[src/design/gbd_pkg.sv]
// Shared constants, command classes and carrier structs for the bus command decoder
package gbd_pkg;
   // Address group bases and masks
   localparam logic [7:0] LAG_BASE = 8'h20;
   localparam logic [7:0] TAG_BASE = 8'h40;
   localparam logic [7:0] SCG_BASE = 8'h60;
   localparam logic [7:0] GROUP_MASK = 8'h60;
   localparam logic [7:0] CODE_MASK = 8'h7F;
   localparam logic [4:0] ADDR_FIELD = 5'h1F;
   localparam logic [4:0] ADDR_MAX = 5'h1E;
   // Multiline command codes
   localparam logic [7:0] CODE_GTL = 8'h01;
   localparam logic [7:0] CODE_SDC = 8'h04;
   localparam logic [7:0] CODE_GET = 8'h08;
   localparam logic [7:0] CODE_LLO = 8'h11;
   localparam logic [7:0] CODE_DCL = 8'h14;
   localparam logic [7:0] CODE_SPE = 8'h18;
   localparam logic [7:0] CODE_SPD = 8'h19;
   localparam logic [7:0] CODE_UNL = 8'h3F;
   localparam logic [7:0] CODE_UNT = 8'h5F;
   // Serial poll status byte: request bit position
   localparam int RQS_BIT = 6;
   // Values after reset
   localparam logic [7:0] DATA_RESET = 8'h00;
   localparam logic IDLE_RESET = 1'b0;

   typedef enum logic [3:0] {
      CMD_NONE, CMD_LLO, CMD_DCL, CMD_SPE, CMD_SPD, CMD_SDC, CMD_GTL, CMD_GET,
      CMD_MLA, CMD_MTA, CMD_OTA, CMD_OLA, CMD_UNL, CMD_UNT, CMD_SCG, CMD_OTHER
   } gbd_cmd_t;

   typedef enum logic [1:0] {
      RL_LOCAL, RL_REMOTE, RL_LOCAL_LOCK, RL_REMOTE_LOCK
   } gbd_rl_t;

   // Bus lines as asserted (true) levels after inversion
   typedef struct packed {
      logic atn;
      logic ren;
      logic ifc;
      logic eoi;
      logic [7:0] data;
   } gbd_bus_t;

   // Byte handed to the instrument
   typedef struct packed {
      logic valid;
      logic last;
      logic [7:0] data;
   } gbd_rx_t;

   // Classify a command byte against the device's own primary address
   function automatic gbd_cmd_t cmd_of(input logic [7:0] b, input logic [4:0] addr);
      logic [7:0] c;
      logic own;
      c = b & CODE_MASK;
      own = (addr <= ADDR_MAX) && (c[4:0] == addr);
      unique case (c & GROUP_MASK)
         8'h00, 8'h10: begin
            unique case (c)
               CODE_GTL: cmd_of = CMD_GTL;
               CODE_SDC: cmd_of = CMD_SDC;
               CODE_GET: cmd_of = CMD_GET;
               CODE_LLO: cmd_of = CMD_LLO;
               CODE_DCL: cmd_of = CMD_DCL;
               CODE_SPE: cmd_of = CMD_SPE;
               CODE_SPD: cmd_of = CMD_SPD;
               default: cmd_of = CMD_OTHER;
            endcase
         end
         LAG_BASE: cmd_of = (c == CODE_UNL) ? CMD_UNL : (own ? CMD_MLA : CMD_OLA);
         TAG_BASE: cmd_of = (c == CODE_UNT) ? CMD_UNT : (own ? CMD_MTA : CMD_OTA);
         default: cmd_of = CMD_SCG;
      endcase
   endfunction
endpackage

[src/design/gbd_bus_command_decoder.sv]
// Device-side bus command decoder: addressing, remote/local, poll, clear and trigger
`timescale 1ns/1ps
module gbd_bus_command_decoder (
   // Clock and reset
   input wire logic ref_clk,
   input wire logic reset_n,
   // Bus management and data lines, active low
   input wire logic atn_n,
   input wire logic ren_n,
   input wire logic ifc_n,
   input wire logic eoi_n_i,
   input wire logic [7:0] dio_n_i,
   // Byte accepted by the handshake logic
   input wire logic byte_valid,
   input wire logic byte_done,
   // Configuration
   input wire logic [4:0] primary_addr,
   input wire logic cfg_ren_lock,
   input wire logic cfg_gtl_unlock,
   input wire logic cfg_get_unaddr,
   // Instrument side
   input wire logic srq_req,
   input wire logic [7:0] status_in,
   input wire logic tx_valid,
   input wire logic [7:0] tx_data,
   input wire logic tx_last,
   output logic tx_ready,
   output logic rx_valid,
   output logic rx_last,
   output logic [7:0] rx_data,
   output logic dev_clear,
   output logic trigger,
   // Status
   output logic listen_active,
   output logic talk_active,
   output logic remote,
   output logic lockout,
   output logic panel_lock,
   output logic spoll_mode,
   // Bus driven pins
   output logic [7:0] dio_o,
   output logic dio_oe_n,
   output logic eoi_o,
   output logic eoi_oe_n,
   output logic srq_o,
   output logic srq_oe_n
);
   gbd_pkg::gbd_bus_t bus;
   gbd_pkg::gbd_cmd_t cmd;
   gbd_pkg::gbd_rx_t rx;
   gbd_pkg::gbd_rl_t rl_q;
   gbd_pkg::gbd_rl_t rl_d;
   logic listen_q;
   logic talk_q;
   logic spoll_q;
   logic ren_q;
   logic clear_q;
   logic rx_valid_q;
   logic remote_q;
   logic lockout_q;
   logic trig_q;
   logic lock_panel_q;
   logic srq_q;
   logic [7:0] status_byte;

   // Low level on a line means true
   assign bus.atn = !atn_n;
   assign bus.ren = !ren_n;
   assign bus.ifc = !ifc_n;
   assign bus.eoi = !eoi_n_i;
   assign bus.data = ~dio_n_i;

   gbd_cmd_decode u_decode (
      .ref_clk(ref_clk),
      .reset_n(reset_n),
      .byte_valid(byte_valid),
      .bus(bus),
      .primary_addr(primary_addr),
      .cmd(cmd),
      .rx(rx)
   );

   // Previous REN level for edge detection
   always_ff @(posedge ref_clk or negedge reset_n) begin
      if (!reset_n) begin
         ren_q <= gbd_pkg::IDLE_RESET;
      end else begin
         ren_q <= bus.ren;
      end
   end

   // Listener flag after this edge; interface clear overrides any byte in flight
   function automatic logic listen_next(input logic cur, input logic ifc, input gbd_pkg::gbd_cmd_t c);
      if (ifc) begin
         listen_next = 1'b0;
      end else if (c == gbd_pkg::CMD_UNL) begin
         listen_next = 1'b0;
      end else if (c == gbd_pkg::CMD_MLA) begin
         listen_next = 1'b1;
      end else begin
         listen_next = cur;
      end
   endfunction

   // Listener addressing
   always_ff @(posedge ref_clk or negedge reset_n) begin
      if (!reset_n) begin
         listen_q <= gbd_pkg::IDLE_RESET;
      end else begin
         listen_q <= listen_next(listen_q, bus.ifc, cmd);
      end
   end

   // Data gate looks at the listener flag as it will stand, so the pin leaves a flop
   always_ff @(posedge ref_clk or negedge reset_n) begin
      if (!reset_n) begin
         rx_valid_q <= gbd_pkg::IDLE_RESET;
      end else begin
         rx_valid_q <= byte_valid && !bus.atn && listen_next(listen_q, bus.ifc, cmd);
      end
   end

   // Talker addressing; only one talker may exist, so another talk address idles us
   always_ff @(posedge ref_clk or negedge reset_n) begin
      if (!reset_n) begin
         talk_q <= gbd_pkg::IDLE_RESET;
      end else if (bus.ifc) begin
         talk_q <= 1'b0;
      end else if (cmd == gbd_pkg::CMD_UNT || cmd == gbd_pkg::CMD_OTA) begin
         talk_q <= 1'b0;
      end else if (cmd == gbd_pkg::CMD_MTA) begin
         talk_q <= 1'b1;
      end
   end

   // Serial poll mode, a universal state
   always_ff @(posedge ref_clk or negedge reset_n) begin
      if (!reset_n) begin
         spoll_q <= gbd_pkg::IDLE_RESET;
      end else if (bus.ifc || cmd == gbd_pkg::CMD_SPD) begin
         spoll_q <= 1'b0;
      end else if (cmd == gbd_pkg::CMD_SPE) begin
         spoll_q <= 1'b1;
      end
   end

   // Remote/local with lockout
   always_comb begin
      rl_d = rl_q;
      if (!bus.ren) begin
         rl_d = gbd_pkg::RL_LOCAL;
      end else begin
         unique case (rl_q)
            gbd_pkg::RL_LOCAL: begin
               if (!ren_q || cmd == gbd_pkg::CMD_MLA) begin
                  rl_d = gbd_pkg::RL_REMOTE;
               end
               if (cmd == gbd_pkg::CMD_LLO) begin
                  rl_d = gbd_pkg::RL_LOCAL_LOCK;
               end
            end
            gbd_pkg::RL_REMOTE: begin
               if (cmd == gbd_pkg::CMD_LLO) begin
                  rl_d = gbd_pkg::RL_REMOTE_LOCK;
               end else if (cmd == gbd_pkg::CMD_GTL && listen_q) begin
                  rl_d = gbd_pkg::RL_LOCAL;
               end
            end
            gbd_pkg::RL_LOCAL_LOCK: begin
               if (cmd == gbd_pkg::CMD_MLA) begin
                  rl_d = gbd_pkg::RL_REMOTE_LOCK;
               end
            end
            gbd_pkg::RL_REMOTE_LOCK: begin
               if (cmd == gbd_pkg::CMD_GTL && listen_q) begin
                  rl_d = cfg_gtl_unlock ? gbd_pkg::RL_LOCAL : gbd_pkg::RL_LOCAL_LOCK;
               end
            end
         endcase
      end
   end

   always_ff @(posedge ref_clk or negedge reset_n) begin
      if (!reset_n) begin
         rl_q <= gbd_pkg::RL_LOCAL;
      end else begin
         rl_q <= rl_d;
      end
   end

   // True in either lockout state
   function automatic logic rl_locked(input gbd_pkg::gbd_rl_t s);
      rl_locked = (s == gbd_pkg::RL_LOCAL_LOCK) || (s == gbd_pkg::RL_REMOTE_LOCK);
   endfunction

   // Status pins follow the next state so they come straight from flops
   always_ff @(posedge ref_clk or negedge reset_n) begin
      if (!reset_n) begin
         remote_q <= gbd_pkg::IDLE_RESET;
         lockout_q <= gbd_pkg::IDLE_RESET;
      end else begin
         remote_q <= (rl_d == gbd_pkg::RL_REMOTE) || (rl_d == gbd_pkg::RL_REMOTE_LOCK);
         lockout_q <= rl_locked(rl_d);
      end
   end

   // Panel lock: lockout always, remote only when configured
   always_ff @(posedge ref_clk or negedge reset_n) begin
      if (!reset_n) begin
         lock_panel_q <= gbd_pkg::IDLE_RESET;
      end else begin
         lock_panel_q <= rl_locked(rl_d) || (rl_d == gbd_pkg::RL_REMOTE && cfg_ren_lock);
      end
   end

   // Device clear pulse; secondary and unknown bytes fall through untouched
   always_ff @(posedge ref_clk or negedge reset_n) begin
      if (!reset_n) begin
         clear_q <= gbd_pkg::IDLE_RESET;
      end else begin
         clear_q <= (cmd == gbd_pkg::CMD_DCL) || (cmd == gbd_pkg::CMD_SDC && listen_q);
      end
   end

   // Trigger pulse; unaddressed response is an option many instruments offer
   always_ff @(posedge ref_clk or negedge reset_n) begin
      if (!reset_n) begin
         trig_q <= gbd_pkg::IDLE_RESET;
      end else begin
         trig_q <= (cmd == gbd_pkg::CMD_GET) && (listen_q || cfg_get_unaddr);
      end
   end

   // Service request is open drain: drive low while requesting
   always_ff @(posedge ref_clk or negedge reset_n) begin
      if (!reset_n) begin
         srq_q <= gbd_pkg::IDLE_RESET;
      end else begin
         srq_q <= srq_req;
      end
   end

   // Poll answer carries the request bit so the controller finds the requester
   always_comb begin
      status_byte = status_in;
      status_byte[gbd_pkg::RQS_BIT] = srq_q;
   end

   gbd_talk_out u_talk (
      .ref_clk(ref_clk),
      .reset_n(reset_n),
      .talk_active(talk_q),
      .atn(bus.atn),
      .spoll(spoll_q),
      .status_byte(status_byte),
      .tx_valid(tx_valid),
      .tx_data(tx_data),
      .tx_last(tx_last),
      .byte_done(byte_done),
      .tx_ready(tx_ready),
      .dio_o(dio_o),
      .dio_oe_n(dio_oe_n),
      .eoi_o(eoi_o),
      .eoi_oe_n(eoi_oe_n)
   );

   assign rx_valid = rx_valid_q;
   assign rx_last = rx.last;
   assign rx_data = rx.data;
   assign dev_clear = clear_q;
   assign trigger = trig_q;
   assign listen_active = listen_q;
   assign talk_active = talk_q;
   assign remote = remote_q;
   assign lockout = lockout_q;
   assign panel_lock = lock_panel_q;
   assign spoll_mode = spoll_q;
   assign srq_o = 1'b0;
   assign srq_oe_n = !srq_q;
endmodule

[src/design/gbd_cmd_decode.sv]
// Registered classifier for bytes taken from the data lines
`timescale 1ns/1ps
module gbd_cmd_decode (
   // Clock and reset
   input wire logic ref_clk,
   input wire logic reset_n,
   // Accepted byte
   input wire logic byte_valid,
   input wire gbd_pkg::gbd_bus_t bus,
   input wire logic [4:0] primary_addr,
   // Classified results, one cycle later
   output gbd_pkg::gbd_cmd_t cmd,
   output gbd_pkg::gbd_rx_t rx
);
   gbd_pkg::gbd_cmd_t cmd_q;
   gbd_pkg::gbd_rx_t rx_q;

   // Attention true: interface command or address
   always_ff @(posedge ref_clk or negedge reset_n) begin
      if (!reset_n) begin
         cmd_q <= gbd_pkg::CMD_NONE;
      end else if (byte_valid && bus.atn) begin
         cmd_q <= gbd_pkg::cmd_of(bus.data, primary_addr);
      end else begin
         cmd_q <= gbd_pkg::CMD_NONE;
      end
   end

   // Attention false: programming data, never decoded
   always_ff @(posedge ref_clk or negedge reset_n) begin
      if (!reset_n) begin
         rx_q <= '0;
      end else begin
         rx_q.valid <= byte_valid && !bus.atn;
         rx_q.last <= byte_valid && !bus.atn && bus.eoi;
         rx_q.data <= (byte_valid && !bus.atn) ? bus.data : rx_q.data;
      end
   end

   assign cmd = cmd_q;
   assign rx = rx_q;
endmodule

[src/design/gbd_talk_out.sv]
// Talker output stage driving data lines and end-of-message line
`timescale 1ns/1ps
module gbd_talk_out (
   // Clock and reset
   input wire logic ref_clk,
   input wire logic reset_n,
   // Talker state
   input wire logic talk_active,
   input wire logic atn,
   input wire logic spoll,
   input wire logic [7:0] status_byte,
   // Instrument data source
   input wire logic tx_valid,
   input wire logic [7:0] tx_data,
   input wire logic tx_last,
   input wire logic byte_done,
   output logic tx_ready,
   // Bus pins, output levels are wire levels
   output logic [7:0] dio_o,
   output logic dio_oe_n,
   output logic eoi_o,
   output logic eoi_oe_n
);
   logic drive;
   assign drive = talk_active && !atn && (spoll || tx_valid);

   // Bus lines are active low, so true data is driven as a low level
   always_ff @(posedge ref_clk or negedge reset_n) begin
      if (!reset_n) begin
         dio_o <= 8'hFF;
         dio_oe_n <= 1'b1;
         eoi_o <= 1'b1;
         eoi_oe_n <= 1'b1;
      end else begin
         dio_o <= drive ? ~(spoll ? status_byte : tx_data) : 8'hFF;
         dio_oe_n <= !drive;
         eoi_o <= !(drive && !spoll && tx_last);
         eoi_oe_n <= !drive;
      end
   end

   // Completed data bytes release the next one; poll bytes are not consumed
   always_ff @(posedge ref_clk or negedge reset_n) begin
      if (!reset_n) begin
         tx_ready <= 1'b0;
      end else begin
         tx_ready <= byte_done && talk_active && !atn && !spoll && tx_valid;
      end
   end
endmodule

[config.mk]
export PLATFORM = sky130hd
export DESIGN_NAME = gbd_bus_command_decoder
export DESIGN_NICKNAME = d
export VERILOG_FILES = /design/src/design/gbd_pkg.sv /design/src/design/gbd_bus_command_decoder.sv /design/src/design/gbd_cmd_decode.sv /design/src/design/gbd_talk_out.sv
export SDC_FILE = /design/constraint.sdc
export NUM_CORES = 1
export LEC_CHECK = 0
export ABC_CLOCK_PERIOD_IN_PS = 3100
export BUFFER_PORTS_ARGS = -buffer_cell sky130_fd_sc_hd__buf_2
export CAP_MARGIN = 20
export CORE_ASPECT_RATIO = 0.5
export CORE_MARGIN = 3
export CORE_UTILIZATION = 24
export CTS_BUF_LIST = sky130_fd_sc_hd__clkbuf_4
export DETAILED_ROUTE_END_ITERATION = 6
export PLACE_DENSITY_LB_ADDON = 0.25
export SETUP_SLACK_MARGIN = 0.5
export SLEW_MARGIN = 20
export SYNTH_ARGS = -nofsm -noshare
export SYNTH_HDL_FRONTEND = slang
export SYNTH_SLANG_ARGS = --single-unit
[constraint.sdc]
create_clock -name ref_clk -period 3.1 [get_ports ref_clk]
set_input_delay 0.155 -clock ref_clk [delete_from_list [all_inputs] [get_ports ref_clk]]
set_output_delay 0.155 -clock ref_clk [all_outputs]
set_load 0.05 [all_outputs]
# == Word level (Yosys, flattened, before mapping) ==
# Cells that the tools add are included.
# word_totals
latch_bits,0
mem_count,0
ramBits,0
romBits,0
output_inout_bits,32
word_cells,117
input_bits,43
register_bits,37
# op_classes
addsub,0
muxes,26
order_cmp,1
n_reduce_logical,38
bitwise_logic,2
mul,0
n_eq_ne,31
shift,0
div_mod_pow,0
# ops
cell,n
$eq A7 B5 Y1 const B,4
$pmux W4 S7,1
$eq A4 B4 Y1 const B,5
$mux W2,10
$logic_and A1 B1 Y1,17
$eq A4 B3 Y1 const B,4
$mux W8,2
$not A8 Y8,2
$mux W4,3
$pmux W4 S3,1
$eq A2 B2 Y1 const B,5
$logic_not A1 Y1,9
$logic_or A1 B1 Y1,9
$eq A4 B2 Y1 const B,2
$logic_not A8 Y1,1
$mux W1,8
$pmux W2 S4,1
$eq A7 B1 Y1 const B,1
$eq A7 B3 Y1 const B,1
$eq A7 B4 Y1 const B,1
$eq A7 B6 Y1 const B,1
$eq A7 B7 Y1 const B,1
$eq A2 B1 Y1 const B,3
$eq A5 B5 Y1,1
5 further kinds,5

# == Logic depth before layout (Yosys ltp) ==
# depth
depth_word,9
ltp_mapped,6
ltp_nobuf,6

# == Modules after synthesis ==
# From an unflattened synthesis, not the netlist that was laid out.
# unflattened
cells_unflattened,195
area_unflattened_um2,2004.4
# modules_own_cells
module,seq_area_each_um2,cells_each,area_each_um2,n_inst
gbd_cmd_decode,350.3,86,869.6,1
gbd_bus_command_decoder,300.3,65,630.6,1
gbd_talk_out,287.8,44,504.2,1

# == Worst setup path before layout ==
# Ideal clock, no wire load.
# synth_path
kind,reg-to-reg
startpoint,"register spoll_q, in the netlist spoll_mode"
endpoint,register u_talk.dio_o[0]
arrival_time_ps,1455
required_ps,3005
path_stages_with_launch,5
setup_ps,95
n_path_buf,1
synth_period_minus_slack_ps,1550
slack_ps,1550
path_cell_list,dfrtp_1 -> buf_1 -> nor2_1 -> nor2_1 -> nand2_1
# synth_between
elab_chain_cells,3
word_cells_on_any_way,5
cone_classes,2 x mux; 1 x bitwise; 2 x reduce/logical
# synth_lines
item,line,text
from (decl),gbd_bus_command_decoder.sv:55,logic spoll_q;
from (signal assigned),gbd_bus_command_decoder.sv:139,spoll_q <= gbd_pkg::IDLE_RESET;
$mux W8 or $logic_or A1 B1 Y1 (tied branches),"gbd_talk_out.sv:35, gbd_talk_out.sv:25",
$not A8 Y8 or $logic_and A1 B1 Y1 (tied branches),"gbd_talk_out.sv:35, gbd_talk_out.sv:25",
$mux W8 *,gbd_talk_out.sv:35,dio_o <= drive ? ~(spoll ? status_byte : tx_data) : 8'hFF;
to (signal assigned),gbd_talk_out.sv:35,
to (decl),gbd_talk_out.sv:19,"output logic [7:0] dio_o,"
# Every way passes the cells marked *; elsewhere a longest branch is shown, timed or not.
# A chain may end at the register's enable or synchronous reset.

# == Worst setup path after layout ==
# layout_path
startpoint,"register u_decode.cmd_q[0], in the netlist u_decode.cmd[0]"
endpoint,"register lock_panel_q, in the netlist panel_lock"
# layout_between
elab_chain_cells,9
word_cells_on_any_way,19
cone_classes,6 x eq/ne; 8 x mux; 5 x reduce/logical
# layout_lines
item,line,text
from (decl),gbd_cmd_decode.sv:15,gbd_pkg::gbd_cmd_t cmd_q;
from (signal assigned),gbd_cmd_decode.sv:21,cmd_q <= gbd_pkg::CMD_NONE;
from (signal assigned),gbd_cmd_decode.sv:23,"cmd_q <= gbd_pkg::cmd_of(bus.data, primary_addr);"
from (signal assigned),gbd_cmd_decode.sv:25,cmd_q <= gbd_pkg::CMD_NONE;
$eq A4 B3 Y1 or $eq A4 B4 Y1 (tied branches),-,
$logic_and A1 B1 Y1 or $logic_or A1 B1 Y1 (tied branches),"gbd_bus_command_decoder.sv:165, gbd_bus_command_decoder.sv:175, gbd_bus_command_decoder.sv:155",
"$mux W2, on equally long branches","gbd_bus_command_decoder.sv:165, gbd_bus_command_decoder.sv:155",
"$mux W2, on equally long branches","gbd_bus_command_decoder.sv:163, gbd_bus_command_decoder.sv:158",
$pmux W2 S4 *,gbd_bus_command_decoder.sv:153,unique case (rl_q)
$mux W2 *,gbd_bus_command_decoder.sv:150,if (!bus.ren) begin
via rl_d[0],gbd_bus_command_decoder.sv:52,gbd_pkg::gbd_rl_t rl_d;
$eq A2 B2 Y1 or $eq A2 B1 Y1 (tied branches),"gbd_bus_command_decoder.sv:193, gbd_bus_command_decoder.sv:212",
$logic_or A1 B1 Y1 or $logic_and A1 B1 Y1 (tied branches),"gbd_bus_command_decoder.sv:193, gbd_bus_command_decoder.sv:212",
$logic_or A1 B1 Y1 *,gbd_bus_command_decoder.sv:212,lock_panel_q <= rl_locked(rl_d) || (rl_d == gbd_pkg::RL_REMOTE && cfg_ren_lock);
to (signal assigned),gbd_bus_command_decoder.sv:210,lock_panel_q <= gbd_pkg::IDLE_RESET;
to (signal assigned),gbd_bus_command_decoder.sv:212,
to (decl),gbd_bus_command_decoder.sv:62,logic lock_panel_q;
# Mark *: on every way through the listed nets, which the timed path passes. The rest lies on a longest branch.

==> impl_metrics.ini <==
[run_status]
status = finished, final reports clean

[synth]
synth_top_area_share_pct = 36.44
syn_nets = 223
ys.warnings.count = 0
synth_cell_type_count = 42
ys.flop_type = dfrtp_1
synth_top_area_cell = dfrtp_1
async_flop_share_pct = 100.0
ys_seq_area_share_pct = 51.16
syn-mean-instance-area_sq_um = 10.14
synthTopCellsByArea = dfrtp_1, dfstp_2, mux2_2, nand2_1, o21ai_0
ys_ff_latch = 36
syn_inst = 176
netlist_area_sq_um = 1785
synth_edf_count = 0

[layout]
final_cell_mix = buf_2, dfrtp_1, nand2_1, nor2_1, o21ai_0
areaGrowthSynthToFinish_pct = 31.04
n_antenna_cell = 0
fin_nets = 301
final_layout_size_suffix_gt1_share_pct = 40.00
final_common_cell = buf_2
nFillCells = 752

[detailed_routing]
drtIter0Drc = 36
vias = 1516
totalWireLength_um = 4235
route.detailed.wl_per_inst_um = 12.20
drt-pass1-iter-count = 4
drcViolationCount = 0
vias_per_cell = 4.369
postRouteAntennaNets = 0

[timing]
setup_viol_count_final = 0
finalSetupTns_ns = 0
worst_pin_slew_ns = 0.8084
slew_violations = 0
fin_crit_ns = 1.555
finClkSkew_ns = 0.004981
finalHoldViolCount = 0
fmax_mhz = 642.9
post-route-period-util_pct = 50.18
relSlewSlack_pct = 46.11
rsz0062_at_grt = no

[setup_path]
crit_required_ns = 3.34
cp.arrival_ns = 1.79
worstSetupPathType = flip-flop to flip-flop
startpoint_type = flip-flop
crit_path_end_kind = flip-flop
path_max_fanout = 8

[power]
p_per_area_nw_per_um2 = 421.0
finalPower_w = 0.0009851
ir_worst_vdd_mv = 0.1102
power.leakage_nw = 1.075

[global_route]
grt_start_max_net_pins = 37
overflow = 0
antenna_found_initial = 0
grt_pass1_wl_um = 7148
grt_use_total_pct = 10.56
grt_pass1_vias = 1491

[clock_tree]
h-tree-depth = 2
cts_buffer_depth = 2
cts.sinks = 36
numCtsBuffers = 5
clock-root-buffer = clkbuf_4
cts_tree = yes
clkTransAtPathRegs_ns = 0.11
clock_latency_ns = 0.33
cts_resized = 0

[place]
port_buffers = 72
globalplace.congestion = 0.7564
hpwl_um = 3191

[floorplanning]
die_x_um = 128.0
dieArea_sq_um = 8573
dieHeight_um = 66.99
io_pins = 75
initial_core_util_pct = 25.74
core_area_sq_um = 6937
rows = 21

[run]
cap_violations = 0

[min_path]
hold_class = input pin to flip-flop
## synthesized netlist by cell type (all sizes together), types with 2 or more instances
cell type / n
a211oi: 4
a21oi: 8
and3: 2
buf: 7
clkbuf: 2
dfrtp: 26
dfstp: 10
ha: 4
inv: 9
mux2: 8
nand2: 24
nand2b: 4
nand3: 4
nand4: 2
nor2: 14
nor3: 6
nor3b: 5
o21a: 2
o21ai: 12
o31ai: 3
xor2: 6
## logic make-up (layout without fill, tap and decap cells)
logic type	Yosys count	count (layout)	share of synthesized area, %
AND/OR/NAND/NOR	66	66	18.50
AO/OA/AOI/OAI	36	36	13.73
flip-flops	36	36	51.16
buffers and inverters	18	97	5.115
multiplexers	8	8	5.046
XOR/XNOR	7	7	3.434
adder cells (fa/ha/maj)	4	4	2.803
other	1	1	0.2100
## stage by stage
| stage | util [%] | instances | setup slack [ns] | hold WS [ns] | instance area [sq um] |
|---|---|---|---|---|---|
| 3_3_place_gp | 31.76 | 331 | 1.565 | 0.2649 | 2203 |
| 2_1_floorplan | - | 176 | 1.550 | -0.1406 | 1785 |
| 4_1_cts | 33.73 | 347 | 1.535 | 0.002109 | 2340 |
| 3_5_place_dp | 31.76 | 331 | 1.553 | 0.2786 | 2203 |
| 5_1_grt | 33.73 | 347 | 1.402 | 0.01022 | 2340 |
| 6_report | 33.73 | 347 | 1.545 | 0.01864 | 2340 |
## state kept, by name (all words and copies together), names as in the netlist
register / flops
u_decode.rx: 9
u_talk.dio_o: 8
u_decode.cmd: 4
rl_q: 2
dev_clear: 1
listen_active: 1
panel_lock: 1
remote: 1
ren_q: 1
rx_valid: 1
spoll_mode: 1
srq_q: 1
talk_active: 1
trigger: 1
u_talk.dio_oe_n: 1
u_talk.eoi_o: 1
u_talk.tx_ready: 1
## cell type report
cell class	count	area, sq um	area share [%]
inverters	9	33.78	1.444
flip-flops and latches	36	913.4	39.04
well taps	92	115.1	4.920
clock inverters	2	11.26	0.4813
clock buffers	6	45.04	1.925
multi-input cells	122	780.7	33.37
repair buffers	80	440.4	18.82
## worst max-delay path: stages (launching register included)
cell and delay (ns):
dfrtp_1 0.49, nor2b_1 0.26, a21oi_1 0.12, a211oi_1 0.31
nor3_1 0.10, a21o_1 0.19
## final timing paths
kind	endpoint	slack, ns	startpoint	cells past startpoint
setup / recovery	panel_lock$_DFF_PN0_	1.54	u_decode.cmd[0]$_DFF_PN0_	5
hold / removal	u_talk.tx_ready$_DFF_PN0_	0.02	byte_done	2
setup reg to reg	panel_lock$_DFF_PN0_	1.54	u_decode.cmd[0]$_DFF_PN0_	5
hold reg to reg	u_decode.rx[1]$_DFFE_PN0P_	0.49	u_decode.rx[1]$_DFFE_PN0P_	2
max in group asynchronous	remote$_DFF_PN0_	2.16	reset_n	2
min in group asynchronous	trigger$_DFF_PN0_	0.44	reset_n	2
## metal layers
layer  wire (um)  part of all wire (%)  track usage [%]
met1        1967                    46            13.25
met2        1973                    47            18.29
met3         252                   6.0            1.922
met4          41                  0.97            3.968
met5           0                     0                0
## repair_timing
action | 4_1_cts | 5_1_grt
endpoints found under the hold margin | 33 | 0
hold buffers | 8 | 0
setup buffers | 0 | 0
## power by group
group / total, W / switching (W) / internal [W]
registers: 0.000511 / 0.0000165 / 0.000494
logic: 0.000220 / 0.000148 / 0.0000725
clock network: 0.000254 / 0.000159 / 0.0000951
No activity file was read; power rests on OpenSTA's default activity.
